$ cat src/rps_pkg.sv
// constants and helpers shared by the remappable pin select block
`default_nettype none
package rps_pkg;

    // ------------------------------------------------------------
    // sizes
    // ------------------------------------------------------------
    localparam int unsigned SEL_W     = 5;
    localparam int unsigned N_PIN_DEF = 26;
    localparam int unsigned N_IN_DEF  = 25;
    localparam int unsigned N_OUT_SRC = 20;

    // ------------------------------------------------------------
    // selector codes and reset values
    // ------------------------------------------------------------
    localparam logic [4:0] IN_SEL_GND   = 5'h1f;
    localparam logic [4:0] IN_SEL_RST   = 5'h1f;
    localparam logic [4:0] OUT_SEL_RST  = 5'h00;
    localparam logic [4:0] OUT_NULL     = 5'h00;
    localparam logic [4:0] OUT_CMP_A    = 5'h01;
    localparam logic [4:0] OUT_CMP_B    = 5'h02;
    localparam logic [4:0] OUT_SER_ATX  = 5'h03;
    localparam logic [4:0] OUT_SER_BRTS = 5'h06;
    localparam logic [4:0] OUT_SPI_ADO  = 5'h07;
    localparam logic [4:0] OUT_SPI_BSS  = 5'h0c;
    localparam logic [4:0] OUT_CODEC_D  = 5'h0d;
    localparam logic [4:0] OUT_CODEC_FS = 5'h0f;
    localparam logic [4:0] OUT_CAN_TX   = 5'h10;
    localparam logic [4:0] OUT_SPARE    = 5'h11;
    localparam logic [4:0] OUT_CMP_ONE  = 5'h12;
    localparam logic [4:0] OUT_CMP_FOUR = 5'h15;

    // ------------------------------------------------------------
    // lock control
    // ------------------------------------------------------------
    localparam logic [7:0]  OSC_KEY_A    = 8'h46;
    localparam logic [7:0]  OSC_KEY_B    = 8'h57;
    localparam int unsigned LOCK_BIT_POS = 6;
    localparam logic        LOCK_RST     = 1'b0;

    typedef enum logic [1:0] {
        RPS_KEY_IDLE = 2'b00,
        RPS_KEY_ONE  = 2'b01,
        RPS_KEY_TWO  = 2'b11
    } rps_key_state_type;

    // output code to peripheral output index; valid flag in msb
    function automatic logic [5:0] out_src_index(input logic [4:0] code);
        logic [5:0] res;
        res = 6'h00;
        if ((code >= OUT_CMP_A) && (code <= OUT_CAN_TX))
            res = {1'b1, code - 5'h01};
        else if ((code >= OUT_CMP_ONE) && (code <= OUT_CMP_FOUR))
            res = {1'b1, code - 5'h02};
        return res;
    endfunction

endpackage
`default_nettype wire

$ cat src/rps_top.sv
// remappable pin select: routing registers, write lock, shadow check
//
// Functional notes
// RQ1 - each peripheral input has 5-bit pin selector
// RQ2 - up to 26 pins; others unselectable
// RQ3 - each pin has 5-bit output selector
// RQ4 - input and output routing are independent
// RQ5 - code zero leaves pin to port
// RQ6 - codes 1,2 route comparator outputs
// RQ7 - codes 3-6 route serial port outputs
// RQ8 - codes 7-12 route both SPI outputs
// RQ9 - codes 13-15 route codec outputs
// RQ10 - code 16 routes CAN; 17 unused
// RQ11 - codes 18-21 route compare outputs
// RQ12 - locked routing writes complete but change nothing
// RQ13 - lock bit six of osc control
// RQ14 - keys 0x46 then 0x57 precede lock change
// RQ15 - software changes lock in next write
// RQ16 - lock holds until changed, no auto relock
// RQ17 - shadow mismatch raises configuration reset
// RQ18 - fuse active: set lock stays till reset
// RQ19 - fuse active allows single write session
// RQ20 - input code 11111 grounds; reset all ones
// RQ21 - input code 11001 selects pin 25
// RQ22 - allowed writes also update shadows
// RQ23 - unassigned output code acts like zero
`timescale 1ns/100ps
`default_nettype none
module rps_top #(
    parameter int unsigned N_PIN = rps_pkg::N_PIN_DEF,
    parameter int unsigned N_IN  = rps_pkg::N_IN_DEF
) (
    input  wire logic                          clk_sys_i,
    input  wire logic                          srst_i,
    input  wire logic                          one_time_lock_fuse_i,
    input  wire logic                          osc_wr_i,
    input  wire logic [7:0]                    osc_wr_data_i,
    input  wire logic                          route_wr_i,
    input  wire logic                          route_wr_out_i,
    input  wire logic [4:0]                    route_wr_idx_i,
    input  wire logic [4:0]                    route_wr_data_i,
    input  wire logic                          route_rd_out_i,
    input  wire logic [4:0]                    route_rd_idx_i,
    input  wire logic [N_PIN-1:0]              pin_in_i,
    input  wire logic [N_PIN-1:0]              port_lat_i,
    input  wire logic [N_PIN-1:0]              port_dir_in_i,
    input  wire logic [rps_pkg::N_OUT_SRC-1:0] periph_out_i,
    output logic                               map_write_lock_o,
    output logic                               route_wr_ack_o,
    output logic      [4:0]                    route_rd_data_o,
    output logic                               cfg_mismatch_rst_o,
    output logic      [N_IN-1:0]               periph_in_o,
    output logic      [N_PIN-1:0]              pin_out_o,
    output logic      [N_PIN-1:0]              pin_oe_o
);

    // ------------------------------------------------------------
    // helpers
    // ------------------------------------------------------------
    function automatic logic idx_ok(input logic [4:0] idx, input int unsigned lim);
        return 32'(idx) < lim;
    endfunction

    // ------------------------------------------------------------
    // state
    // ------------------------------------------------------------
    rps_pkg::rps_key_state_type key_ff;
    rps_pkg::rps_key_state_type nxt_key;
    logic       map_write_lock_ff;
    logic       set_once_ff;
    logic       mismatch_ff;
    logic       ack_ff;
    logic [4:0] rd_ff;
    logic [4:0] in_route_ff   [N_IN];
    logic [4:0] in_shadow_ff  [N_IN];
    logic [4:0] out_route_ff  [N_PIN];
    logic [4:0] out_shadow_ff [N_PIN];
    logic       wr_allowed;
    logic       lock_change;
    logic       differ;

    // ------------------------------------------------------------
    // unlock key sequence
    // ------------------------------------------------------------
    // any other osc write between the keys aborts the sequence, except a repeated first key, which keeps it armed
    always_comb
    begin
        nxt_key = rps_pkg::RPS_KEY_IDLE;
        if (!osc_wr_i)
            nxt_key = key_ff;
        else
        begin
            case (key_ff)
                rps_pkg::RPS_KEY_IDLE:
                    if (osc_wr_data_i == rps_pkg::OSC_KEY_A)
                        nxt_key = rps_pkg::RPS_KEY_ONE; // [RQ14]
                rps_pkg::RPS_KEY_ONE:
                    if (osc_wr_data_i == rps_pkg::OSC_KEY_B)
                        nxt_key = rps_pkg::RPS_KEY_TWO; // [RQ14]
                    else if (osc_wr_data_i == rps_pkg::OSC_KEY_A)
                        nxt_key = rps_pkg::RPS_KEY_ONE;
                rps_pkg::RPS_KEY_TWO:
                    nxt_key = rps_pkg::RPS_KEY_IDLE; // [RQ15]
                default:
                    nxt_key = rps_pkg::RPS_KEY_IDLE;
            endcase
        end
    end

    always_ff @(posedge clk_sys_i)
    begin
        if (srst_i)
            key_ff <= rps_pkg::RPS_KEY_IDLE;
        else
            key_ff <= nxt_key;
    end

    // ------------------------------------------------------------
    // map write lock
    // ------------------------------------------------------------
    // with the fuse active a lock once set cannot be opened again
    assign lock_change = osc_wr_i && (key_ff == rps_pkg::RPS_KEY_TWO)
                         && !(one_time_lock_fuse_i && set_once_ff); // [RQ18] [RQ19]

    always_ff @(posedge clk_sys_i)
    begin
        if (srst_i)
            map_write_lock_ff <= rps_pkg::LOCK_RST;
        else if (lock_change)
            map_write_lock_ff <= osc_wr_data_i[rps_pkg::LOCK_BIT_POS]; // [RQ13] [RQ14]
    end // [RQ16]

    always_ff @(posedge clk_sys_i)
    begin
        if (srst_i)
            set_once_ff <= 1'b0;
        else if (lock_change && osc_wr_data_i[rps_pkg::LOCK_BIT_POS])
            set_once_ff <= 1'b1; // [RQ18]
    end

    // ------------------------------------------------------------
    // routing registers and shadows
    // ------------------------------------------------------------
    assign wr_allowed = route_wr_i && !map_write_lock_ff; // [RQ12]

    always_ff @(posedge clk_sys_i)
    begin
        for (int i = 0; i < N_IN; i++)
        begin
            if (srst_i)
            begin
                in_route_ff[i]  <= rps_pkg::IN_SEL_RST; // [RQ20]
                in_shadow_ff[i] <= rps_pkg::IN_SEL_RST;
            end
            else if (wr_allowed && !route_wr_out_i && (32'(route_wr_idx_i) == i))
            begin
                in_route_ff[i]  <= route_wr_data_i; // [RQ1] [RQ4]
                in_shadow_ff[i] <= route_wr_data_i; // [RQ22]
            end
        end
    end

    always_ff @(posedge clk_sys_i)
    begin
        for (int p = 0; p < N_PIN; p++)
        begin
            if (srst_i)
            begin
                out_route_ff[p]  <= rps_pkg::OUT_SEL_RST;
                out_shadow_ff[p] <= rps_pkg::OUT_SEL_RST;
            end
            else if (wr_allowed && route_wr_out_i && (32'(route_wr_idx_i) == p))
            begin
                out_route_ff[p]  <= route_wr_data_i; // [RQ3] [RQ4]
                out_shadow_ff[p] <= route_wr_data_i; // [RQ22]
            end
        end
    end

    // every write is acknowledged, locked or not, so software sees no error
    always_ff @(posedge clk_sys_i)
    begin
        if (srst_i)
            ack_ff <= 1'b0;
        else
            ack_ff <= route_wr_i; // [RQ12]
    end

    // ------------------------------------------------------------
    // readback
    // ------------------------------------------------------------
    always_ff @(posedge clk_sys_i)
    begin
        if (srst_i)
            rd_ff <= 5'h00;
        else if (route_rd_out_i && idx_ok(route_rd_idx_i, N_PIN))
            rd_ff <= out_route_ff[route_rd_idx_i];
        else if (!route_rd_out_i && idx_ok(route_rd_idx_i, N_IN))
            rd_ff <= in_route_ff[route_rd_idx_i];
        else
            rd_ff <= 5'h00;
    end

    // ------------------------------------------------------------
    // continuous shadow monitor
    // ------------------------------------------------------------
    always_comb
    begin
        differ = 1'b0;
        for (int i = 0; i < N_IN; i++)
            if (in_route_ff[i] != in_shadow_ff[i])
                differ = 1'b1;
        for (int p = 0; p < N_PIN; p++)
            if (out_route_ff[p] != out_shadow_ff[p])
                differ = 1'b1;
    end

    // held until system reset; only an upset can make copies differ
    always_ff @(posedge clk_sys_i)
    begin
        if (srst_i)
            mismatch_ff <= 1'b0;
        else if (differ)
            mismatch_ff <= 1'b1; // [RQ17]
    end

    // ------------------------------------------------------------
    // routing matrices
    // ------------------------------------------------------------
    rps_in_matrix #(
        .N_PIN (N_PIN),
        .N_IN  (N_IN)
    ) u_in_matrix (
        .clk_sys_i   (clk_sys_i),
        .srst_i      (srst_i),
        .sel_i       (in_route_ff),
        .pin_in_i    (pin_in_i),
        .periph_in_o (periph_in_o)
    );

    rps_out_matrix #(
        .N_PIN (N_PIN)
    ) u_out_matrix (
        .clk_sys_i     (clk_sys_i),
        .srst_i        (srst_i),
        .sel_i         (out_route_ff),
        .periph_out_i  (periph_out_i),
        .port_lat_i    (port_lat_i),
        .port_dir_in_i (port_dir_in_i),
        .pin_out_o     (pin_out_o),
        .pin_oe_o      (pin_oe_o)
    );

    // ------------------------------------------------------------
    // outputs
    // ------------------------------------------------------------
    assign map_write_lock_o   = map_write_lock_ff;
    assign route_wr_ack_o     = ack_ff;
    assign route_rd_data_o    = rd_ff;
    assign cfg_mismatch_rst_o = mismatch_ff;

endmodule // rps_top
`default_nettype wire

$ cat src/rps_in_matrix.sv
// peripheral input routing: one pin per peripheral input
`timescale 1ns/100ps
`default_nettype none
module rps_in_matrix #(
    parameter int unsigned N_PIN = rps_pkg::N_PIN_DEF,
    parameter int unsigned N_IN  = rps_pkg::N_IN_DEF
) (
    input  wire logic             clk_sys_i,
    input  wire logic             srst_i,
    input  wire logic [4:0]       sel_i [N_IN],
    input  wire logic [N_PIN-1:0] pin_in_i,
    output logic      [N_IN-1:0]  periph_in_o
);

    // ------------------------------------------------------------
    // selection
    // ------------------------------------------------------------
    // codes beyond the present pins fall back to ground like 11111
    always_ff @(posedge clk_sys_i)
    begin
        for (int i = 0; i < N_IN; i++)
        begin
            if (srst_i)
                periph_in_o[i] <= 1'b0;
            else if (32'(sel_i[i]) < N_PIN)
                periph_in_o[i] <= pin_in_i[sel_i[i]]; // [RQ1] [RQ21]
            else
                periph_in_o[i] <= 1'b0; // [RQ20] [RQ2]
        end
    end

endmodule // rps_in_matrix
`default_nettype wire

$ cat src/rps_out_matrix.sv
// pin output routing: one peripheral output per pin
`timescale 1ns/100ps
`default_nettype none
module rps_out_matrix #(
    parameter int unsigned N_PIN = rps_pkg::N_PIN_DEF
) (
    input  wire logic                       clk_sys_i,
    input  wire logic                       srst_i,
    input  wire logic [4:0]                 sel_i [N_PIN],
    input  wire logic [rps_pkg::N_OUT_SRC-1:0] periph_out_i,
    input  wire logic [N_PIN-1:0]           port_lat_i,
    input  wire logic [N_PIN-1:0]           port_dir_in_i,
    output logic      [N_PIN-1:0]           pin_out_o,
    output logic      [N_PIN-1:0]           pin_oe_o
);

    // ------------------------------------------------------------
    // selection
    // ------------------------------------------------------------
    logic [5:0] src [N_PIN];

    always_comb
    begin
        for (int p = 0; p < N_PIN; p++)
            src[p] = rps_pkg::out_src_index(sel_i[p]); // [RQ6] [RQ7] [RQ8] [RQ9] [RQ10] [RQ11]
    end

    // a selected peripheral always owns the driver
    always_ff @(posedge clk_sys_i)
    begin
        for (int p = 0; p < N_PIN; p++)
        begin
            if (srst_i)
            begin
                pin_out_o[p] <= 1'b0;
                pin_oe_o[p]  <= 1'b0;
            end
            else if (src[p][5])
            begin
                pin_out_o[p] <= periph_out_i[src[p][4:0]]; // [RQ3]
                pin_oe_o[p]  <= 1'b1;
            end
            else
            begin
                pin_out_o[p] <= port_lat_i[p]; // [RQ5] [RQ23]
                pin_oe_o[p]  <= ~port_dir_in_i[p];
            end
        end
    end

endmodule // rps_out_matrix
`default_nettype wire

$ cat config.mk
export PLATFORM = sky130hd
export DESIGN_NAME = rps_top
export DESIGN_NICKNAME = d
export VERILOG_FILES = /design/src/rps_pkg.sv /design/src/rps_top.sv /design/src/rps_in_matrix.sv /design/src/rps_out_matrix.sv
export SDC_FILE = /design/constraint.sdc
export NUM_CORES = 2
export LEC_CHECK = 0
export BUFFER_PORTS_ARGS = -buffer_cell sky130_fd_sc_hd__buf_4
export CAP_MARGIN = 25
export CORE_UTILIZATION = 40
export DETAILED_ROUTE_END_ITERATION = 8
export GPL_ROUTABILITY_DRIVEN = 1
export PLACE_DENSITY = 0.65
export SYNTH_ARGS = -nofsm -noshare
export SYNTH_HDL_FRONTEND = slang
export SYNTH_SLANG_ARGS = --single-unit
$ cat constraint.sdc
create_clock -name clk_sys_i -period 8.19 [get_ports clk_sys_i]
set_input_delay 0.819 -clock clk_sys_i [delete_from_list [all_inputs] [get_ports clk_sys_i]]
set_output_delay 0.819 -clock clk_sys_i [all_outputs]
set_load 0.02 [all_outputs]
; ---- Yosys cells after proc, flatten, opt, wreduce, memory -nomap -nowiden
; Memory sizes are Yosys's and may differ from the RTL's.
; Cells that the tools add are included.
[word_totals]
regBits = 343
mem_bits_rw = 255
memories = 2
input_bits = 128
wordCells = 1121
out_inout_bits = 85
[memory_table]
columns = name, words, width, rd, rd_clocked_by_memory_dff, write_ports, line_no
row1 = out_shadow_ff, 26, 5, 26, 0, 26, rps_top.sv:77  ; logic [4:0] out_shadow_ff [N_PIN];
row2 = in_shadow_ff, 25, 5, 25, 0, 25, rps_top.sv:75  ; logic [4:0] in_shadow_ff [N_IN];
[op_classes]
n_addsub = 52
eq_ne = 80
n_reduce_logical = 143
bitwise_logic = 103
magnitude_cmp = 183
muxes = 474
[ops]
columns = op, count
row1 = two-way mux 6 bit, 52
row2 = two-way mux 1 bit, 310
row3 = less-than comparator 5 x 6 -> 1 bit (second input constant), 51
row4 = two-way mux 5 bit, 57
row5 = <= comparator 5 bit (second input constant), 52
row6 = binary-select mux 1 bit (select 5 bit), 51
row7 = inequality test 5 bit, 51
row8 = less-than comparator 5 bit (second input constant), 27
row9 = >= comparator 5 x 1 -> 1 bit (second input constant), 26
row10 = >= comparator 5 bit (second input constant), 26
row11 = subtractor 5 x 1 -> 5 bit (second input constant), 26
row12 = subtractor 5 x 2 -> 5 bit (second input constant), 26
row13 = logical AND 1 bit, 112
row14 = inverter 1 bit, 51
row15 = OR 1 bit, 51
row16 = binary-select mux 5 bit (select 5 bit), 2
row17 = equality test 5 bit (second input constant), 10
row18 = OR reduction 2 bit, 25
row19 = equality test 5 x 4 -> 1 bit (second input constant), 8
row20 = equality test 5 x 3 -> 1 bit (second input constant), 4
row21 = equality test 8 x 7 -> 1 bit (second input constant), 2
row22 = equality test 5 x 2 -> 1 bit (second input constant), 2
row23 = >= comparator 6 bit (second input constant), 1
row24 = inverter 5 -> 6 bit, 1
row25 = 8 further kinds, 11

; ---- Longest topological paths before layout
; An unclocked memory read counts as a cell.
[logic_depth]
depth_word = 53
ltp_mapped = 12
mapped_depth_nobuf = 10

; ---- Modules after synthesis
; A second synthesis with hierarchy kept.
[unflattened]
hier_cells = 4301
area_unflattened_um2 = 44418.9
[by_module_without_submodules]
columns = module, n_inst, area_per_inst_um2, cells_per_inst
row1 = rps_top, 1, 23356.2, 1958
row2 = rps_out_matrix, 1, 14749.1, 1787
row3 = rps_in_matrix, 1, 6313.6, 556

; ---- Worst setup path before layout
; OpenSTA, ideal clock, no wires.
[synth_timing]
kind = reg2reg
from = register out_route_ff[96] (netlist bit)
to = register u_out_matrix.pin_out_o[6]
setup_slack_ns = 5.081
arrival_time_ns = 2.983
path_buffers = 0
required_ns = 8.065
setup_time_ns = 0.125
path_stages_with_launch = 11
path_cell_list = dfxtp_1 inv_1 ha_1 a21o_1 a221oi_4 or4b_4 nand2_2 mux4_2 mux2_2 a211oi_1 o22ai_1
[synth_between]
elab_chain_cells = 7
word_cells_on_any_way = 13
cone_classes = add/sub (2) / order compare (4) / mux (5) / reduce/logical (2)
[synth_rtl]
columns = item, line_no
row1 = "start, declared", rps_top.sv:76  ; logic [4:0] out_route_ff [N_PIN];
row2 = "start signal, assigned by index", rps_top.sv:169  ; out_route_ff[p] <= rps_pkg::OUT_SEL_RST;
row3 = "start signal, assigned by index", rps_top.sv:174  ; out_route_ff[p] <= route_wr_data_i;
row4 = >= comparator 5 bit / <= comparator 5 bit (equally long branches), rps_pkg.sv:53  ; else if ((code >= OUT_CMP_ONE) && (code <= OUT_CMP_FOUR))
row5 = logical AND 1 bit, rps_pkg.sv:53
row6 = two-way mux 6 bit, rps_pkg.sv:53
row7 = two-way mux 6 bit *, rps_pkg.sv:51  ; if ((code >= OUT_CMP_A) && (code <= OUT_CAN_TX))
row8 = binary-select mux 1 bit (select 5 bit), rps_out_matrix.sv:40  ; pin_out_o[p] <= periph_out_i[src[p][4:0]];
row9 = two-way mux 1 bit (implied by the code), rps_out_matrix.sv:40
row10 = two-way mux 1 bit *, rps_out_matrix.sv:38  ; else if (src[p][5])
row11 = "end signal, assigned by index", rps_out_matrix.sv:40
row12 = "end signal, assigned by index", rps_out_matrix.sv:45  ; pin_out_o[p] <= port_lat_i[p];
row13 = "end, declared", rps_out_matrix.sv:13  ; output logic [N_PIN-1:0] pin_out_o,
; Mark *: on every way between the ends. The rest lies on a longest branch, timed or not. The select of a mux whose other input is x is not followed.
; A chain may end at the register's enable or synchronous reset.

; ---- Final worst setup path
[layout_timing]
from = register out_route_ff[116] (netlist bit)
to = register u_out_matrix.pin_out_o[2]
; Same word-level chain as after synthesis.

==> results.cfg <==
[global_routing]
grt.total_usage = 0.326
antenna_found_initial = 10
grt.overflow.total = 0
grt_pass1_vias = 35700
grt_pass1_wl_microns = 262000
grt_max_degree = 62

[floorplan]
dieArea_sq_mm = 0.111
start_util = 0.404
fp.dieW_microns = 334
fp-row-count = 121
die_h_microns = 334
io_pins = 213
core_sq_mm = 0.109

[routing]
ant_nets = 0
wire_per_inst_microns = 32.2
viasPerCell = 6.64
first_pass_iters = 6
wirelength_microns = 186000
drc = 0
drt_iter0_markers = 5647
vias = 38400

[cells_and_area]
mostFrequentLayoutCells = dfxtp_1, mux2i_1, inv_1, mux4_2, edfxtp_1
drive_gt1_frac = 0.198
final_cell_area_sq_mm = 0.0486
area_growth_pct = 10.3
fin_util = 0.446
final_nets = 4630
final_common_cell = dfxtp_1
num-fill-cells = 10200

[placed_design]
dpl-instance-area_sq_mm = 0.0462
port_buffers = 212
dpl.hpwl_microns = 136000
gp_congestion = 1.07

[critical_path]
crit_arrival_ns = 4.14
worstPathRequired_ns = 8.72
endpoint_kind = register
critPathMaxFanout = 8
critical_path_class = reg -> reg
critPathLaunchType = register

[synthesis]
ys_seq_area_frac = 0.330
synth_flop_cell = dfxtp_1
ys_ff_latch = 598
netlist_area_sq_mm = 0.0440
synth-edff-count = 255
async_reset_ff_frac = 0
synth_nets = 4653
syn_inst = 4338
synth-warning-count = 0
yosysUniqueCellTypes = 118
syn_area_per_cell_sq_um = 10.2

[timing]
hold-worst-slack_ns = 0.340
relSlewSlack = 0.220
hold_viol_final = 0
min_period_over_period = 0.442
worstMarginPinSlew_ns = 1.16
finalSetupTns_ns = 0
setup_viol = 0
fin_skew_ns = 0.0244
rsz0062_at_grt = no
fmax_mhz = 276
period_needed_ns = 3.62
report.final.slew_viol_count = 0

[power_and_ir_drop]
p_leak_nw = 19.7
ir_worst_vdd_uv = 130
netSwitchingFraction = 0.271
power_density_mw_per_mm2 = 153
p_sw_mw = 2.01
p_seq_frac = 0.442
p_clk_frac = 0.434
finalPower_mw = 7.44
power_frac_comb = 0.124
p_int_mw = 5.43

[status]
outcome = completed

[cts]
ctsResizeCount = 0
cts_setup_buffers = 0
clk_pin_slew_ns = 0.06
insertion_delay_ns = 0.65
cts_hold_buffers = 0
clock-root-buffer = clkbuf_16
cts_tree = done
cts_buffers = 69
h-tree-depth = 3
cts.sinks = 598
ctsLongestPathBuffers = 3

[min_path]
hold_path.class = in -> reg

[job]
drv_cap = 0
==> worst max-delay path, cell delays in order, from the launching register on <==
cell and delay, ns:
dfxtp_1 0.45, inv_1 0.28, ha_1 0.29, a21o_1 0.19, a221oi_2 0.40, or4b_4 0.56, nand2_2 0.19, mux4_2 0.52
mux2_2 0.28, a211oi_1 0.24, o22ai_1 0.10
==> final timing paths <==
kind | start | to | slack (ns) | cells past startpoint
max | out_route_ff[116] | u_out_matrix.pin_out_o[2] | 4.57 | 10
min | port_dir_in_i[9] | u_out_matrix.pin_oe_o[9] | 0.34 | 2
max reg2reg | out_route_ff[116] | u_out_matrix.pin_out_o[2] | 4.57 | 10
min reg2reg | set_once_ff | set_once_ff | 0.49 | 2
==> synth_stat cells, types with 65 or more instances <==
cell type	number	area [sq um]
nor2_1	195	732
a21oi_1	147	736
xor2_1	82	718
xnor2_1	107	937
nand2b_1	79	494
inv_1	259	972
clkbuf_1	236	886
a21o_1	167	1250
dfxtp_1	343	6870
mux4_2	259	5830
nand2_1	216	811
o21a_1	129	968
edfxtp_1	255	7660
and2_1	96	601
o22ai_1	69	432
or2_2	131	820
mux2i_1	267	2670
ha_1	187	2340
o21ai_0	124	621
nand3_1	65	325
==> area by class of cell <==
| class | count | area, sq um | area share |
|---|---|---|---|
| Clock inverter | 31 | 385 | 0.00793 |
| Clock buffer | 95 | 1920 | 0.0395 |
| Inverter | 259 | 972 | 0.0200 |
| Timing Repair Buffer | 239 | 1830 | 0.0376 |
| Multi-Input combinational cell | 3148 | 27200 | 0.560 |
| Sequential cell | 598 | 14500 | 0.299 |
| Tap cell | 1414 | 1770 | 0.0364 |
| Antenna cell | 2 | 5.00 | 0.000103 |
==> cells by family (layout without fill, tap and decap cells) <==
kind of cell               Yosys count  in the layout  synth area share
DFF                                598            598             0.330
buffers and inverters              592            624            0.0534
other                                0              2                 0
adders and majority gates          187            187            0.0531
and+or+nand+nor                   1118           1118             0.139
xor gates and xnor gates           192            192            0.0387
AOI/OAI and AO/OA                 1064           1064             0.174
muxes                              587            587             0.212
==> stage by stage <==
stage	worst slack, ns	std cells
after floorplan	5.08	4338
after global placement	4.43	5654
after detailed placement	4.39	5656
after CTS	4.65	5782
after global routing	4.46	5784
final	4.57	5786
==> sequential cells by signal, summed over array words and instances, names as in the netlist <==
register	cells
u_in_matrix.periph_in_o	25
u_out_matrix.pin_out_o	26
cfg_mismatch_rst_o	1
set_once_ff	1
out_shadow_ff	130
key_ff	2
in_route_ff	125
route_rd_data_o	5
out_route_ff	130
map_write_lock_o	1
u_out_matrix.pin_oe_o	26
route_wr_ack_o	1
in_shadow_ff	125
==> power groups by stage <==
stage	sequential, mW	combinational (mW)	clock [mW]
2_1_floorplan	3.32	0.511	0
3_3_place_gp	3.35	0.878	0
3_5_place_dp	3.34	0.884	0
4_1_cts	3.28	0.887	3.24
5_1_grt	3.29	0.946	3.35
6_report	3.29	0.925	3.23
==> routing by layer <==
metal / routed length (microns) / part of all wire / global-route usage / vias up
met5: 66 / 0.00035 / 0 / -
met4: 10700 / 0.057 / 0.161 / 10
met3: 23300 / 0.13 / 0.0847 / 524
met2: 82500 / 0.44 / 0.508 / 2783
met1: 69600 / 0.37 / 0.418 / 18900
li1: - / - / - / 16200
No activity file was read; power rests on OpenSTA's default activity.
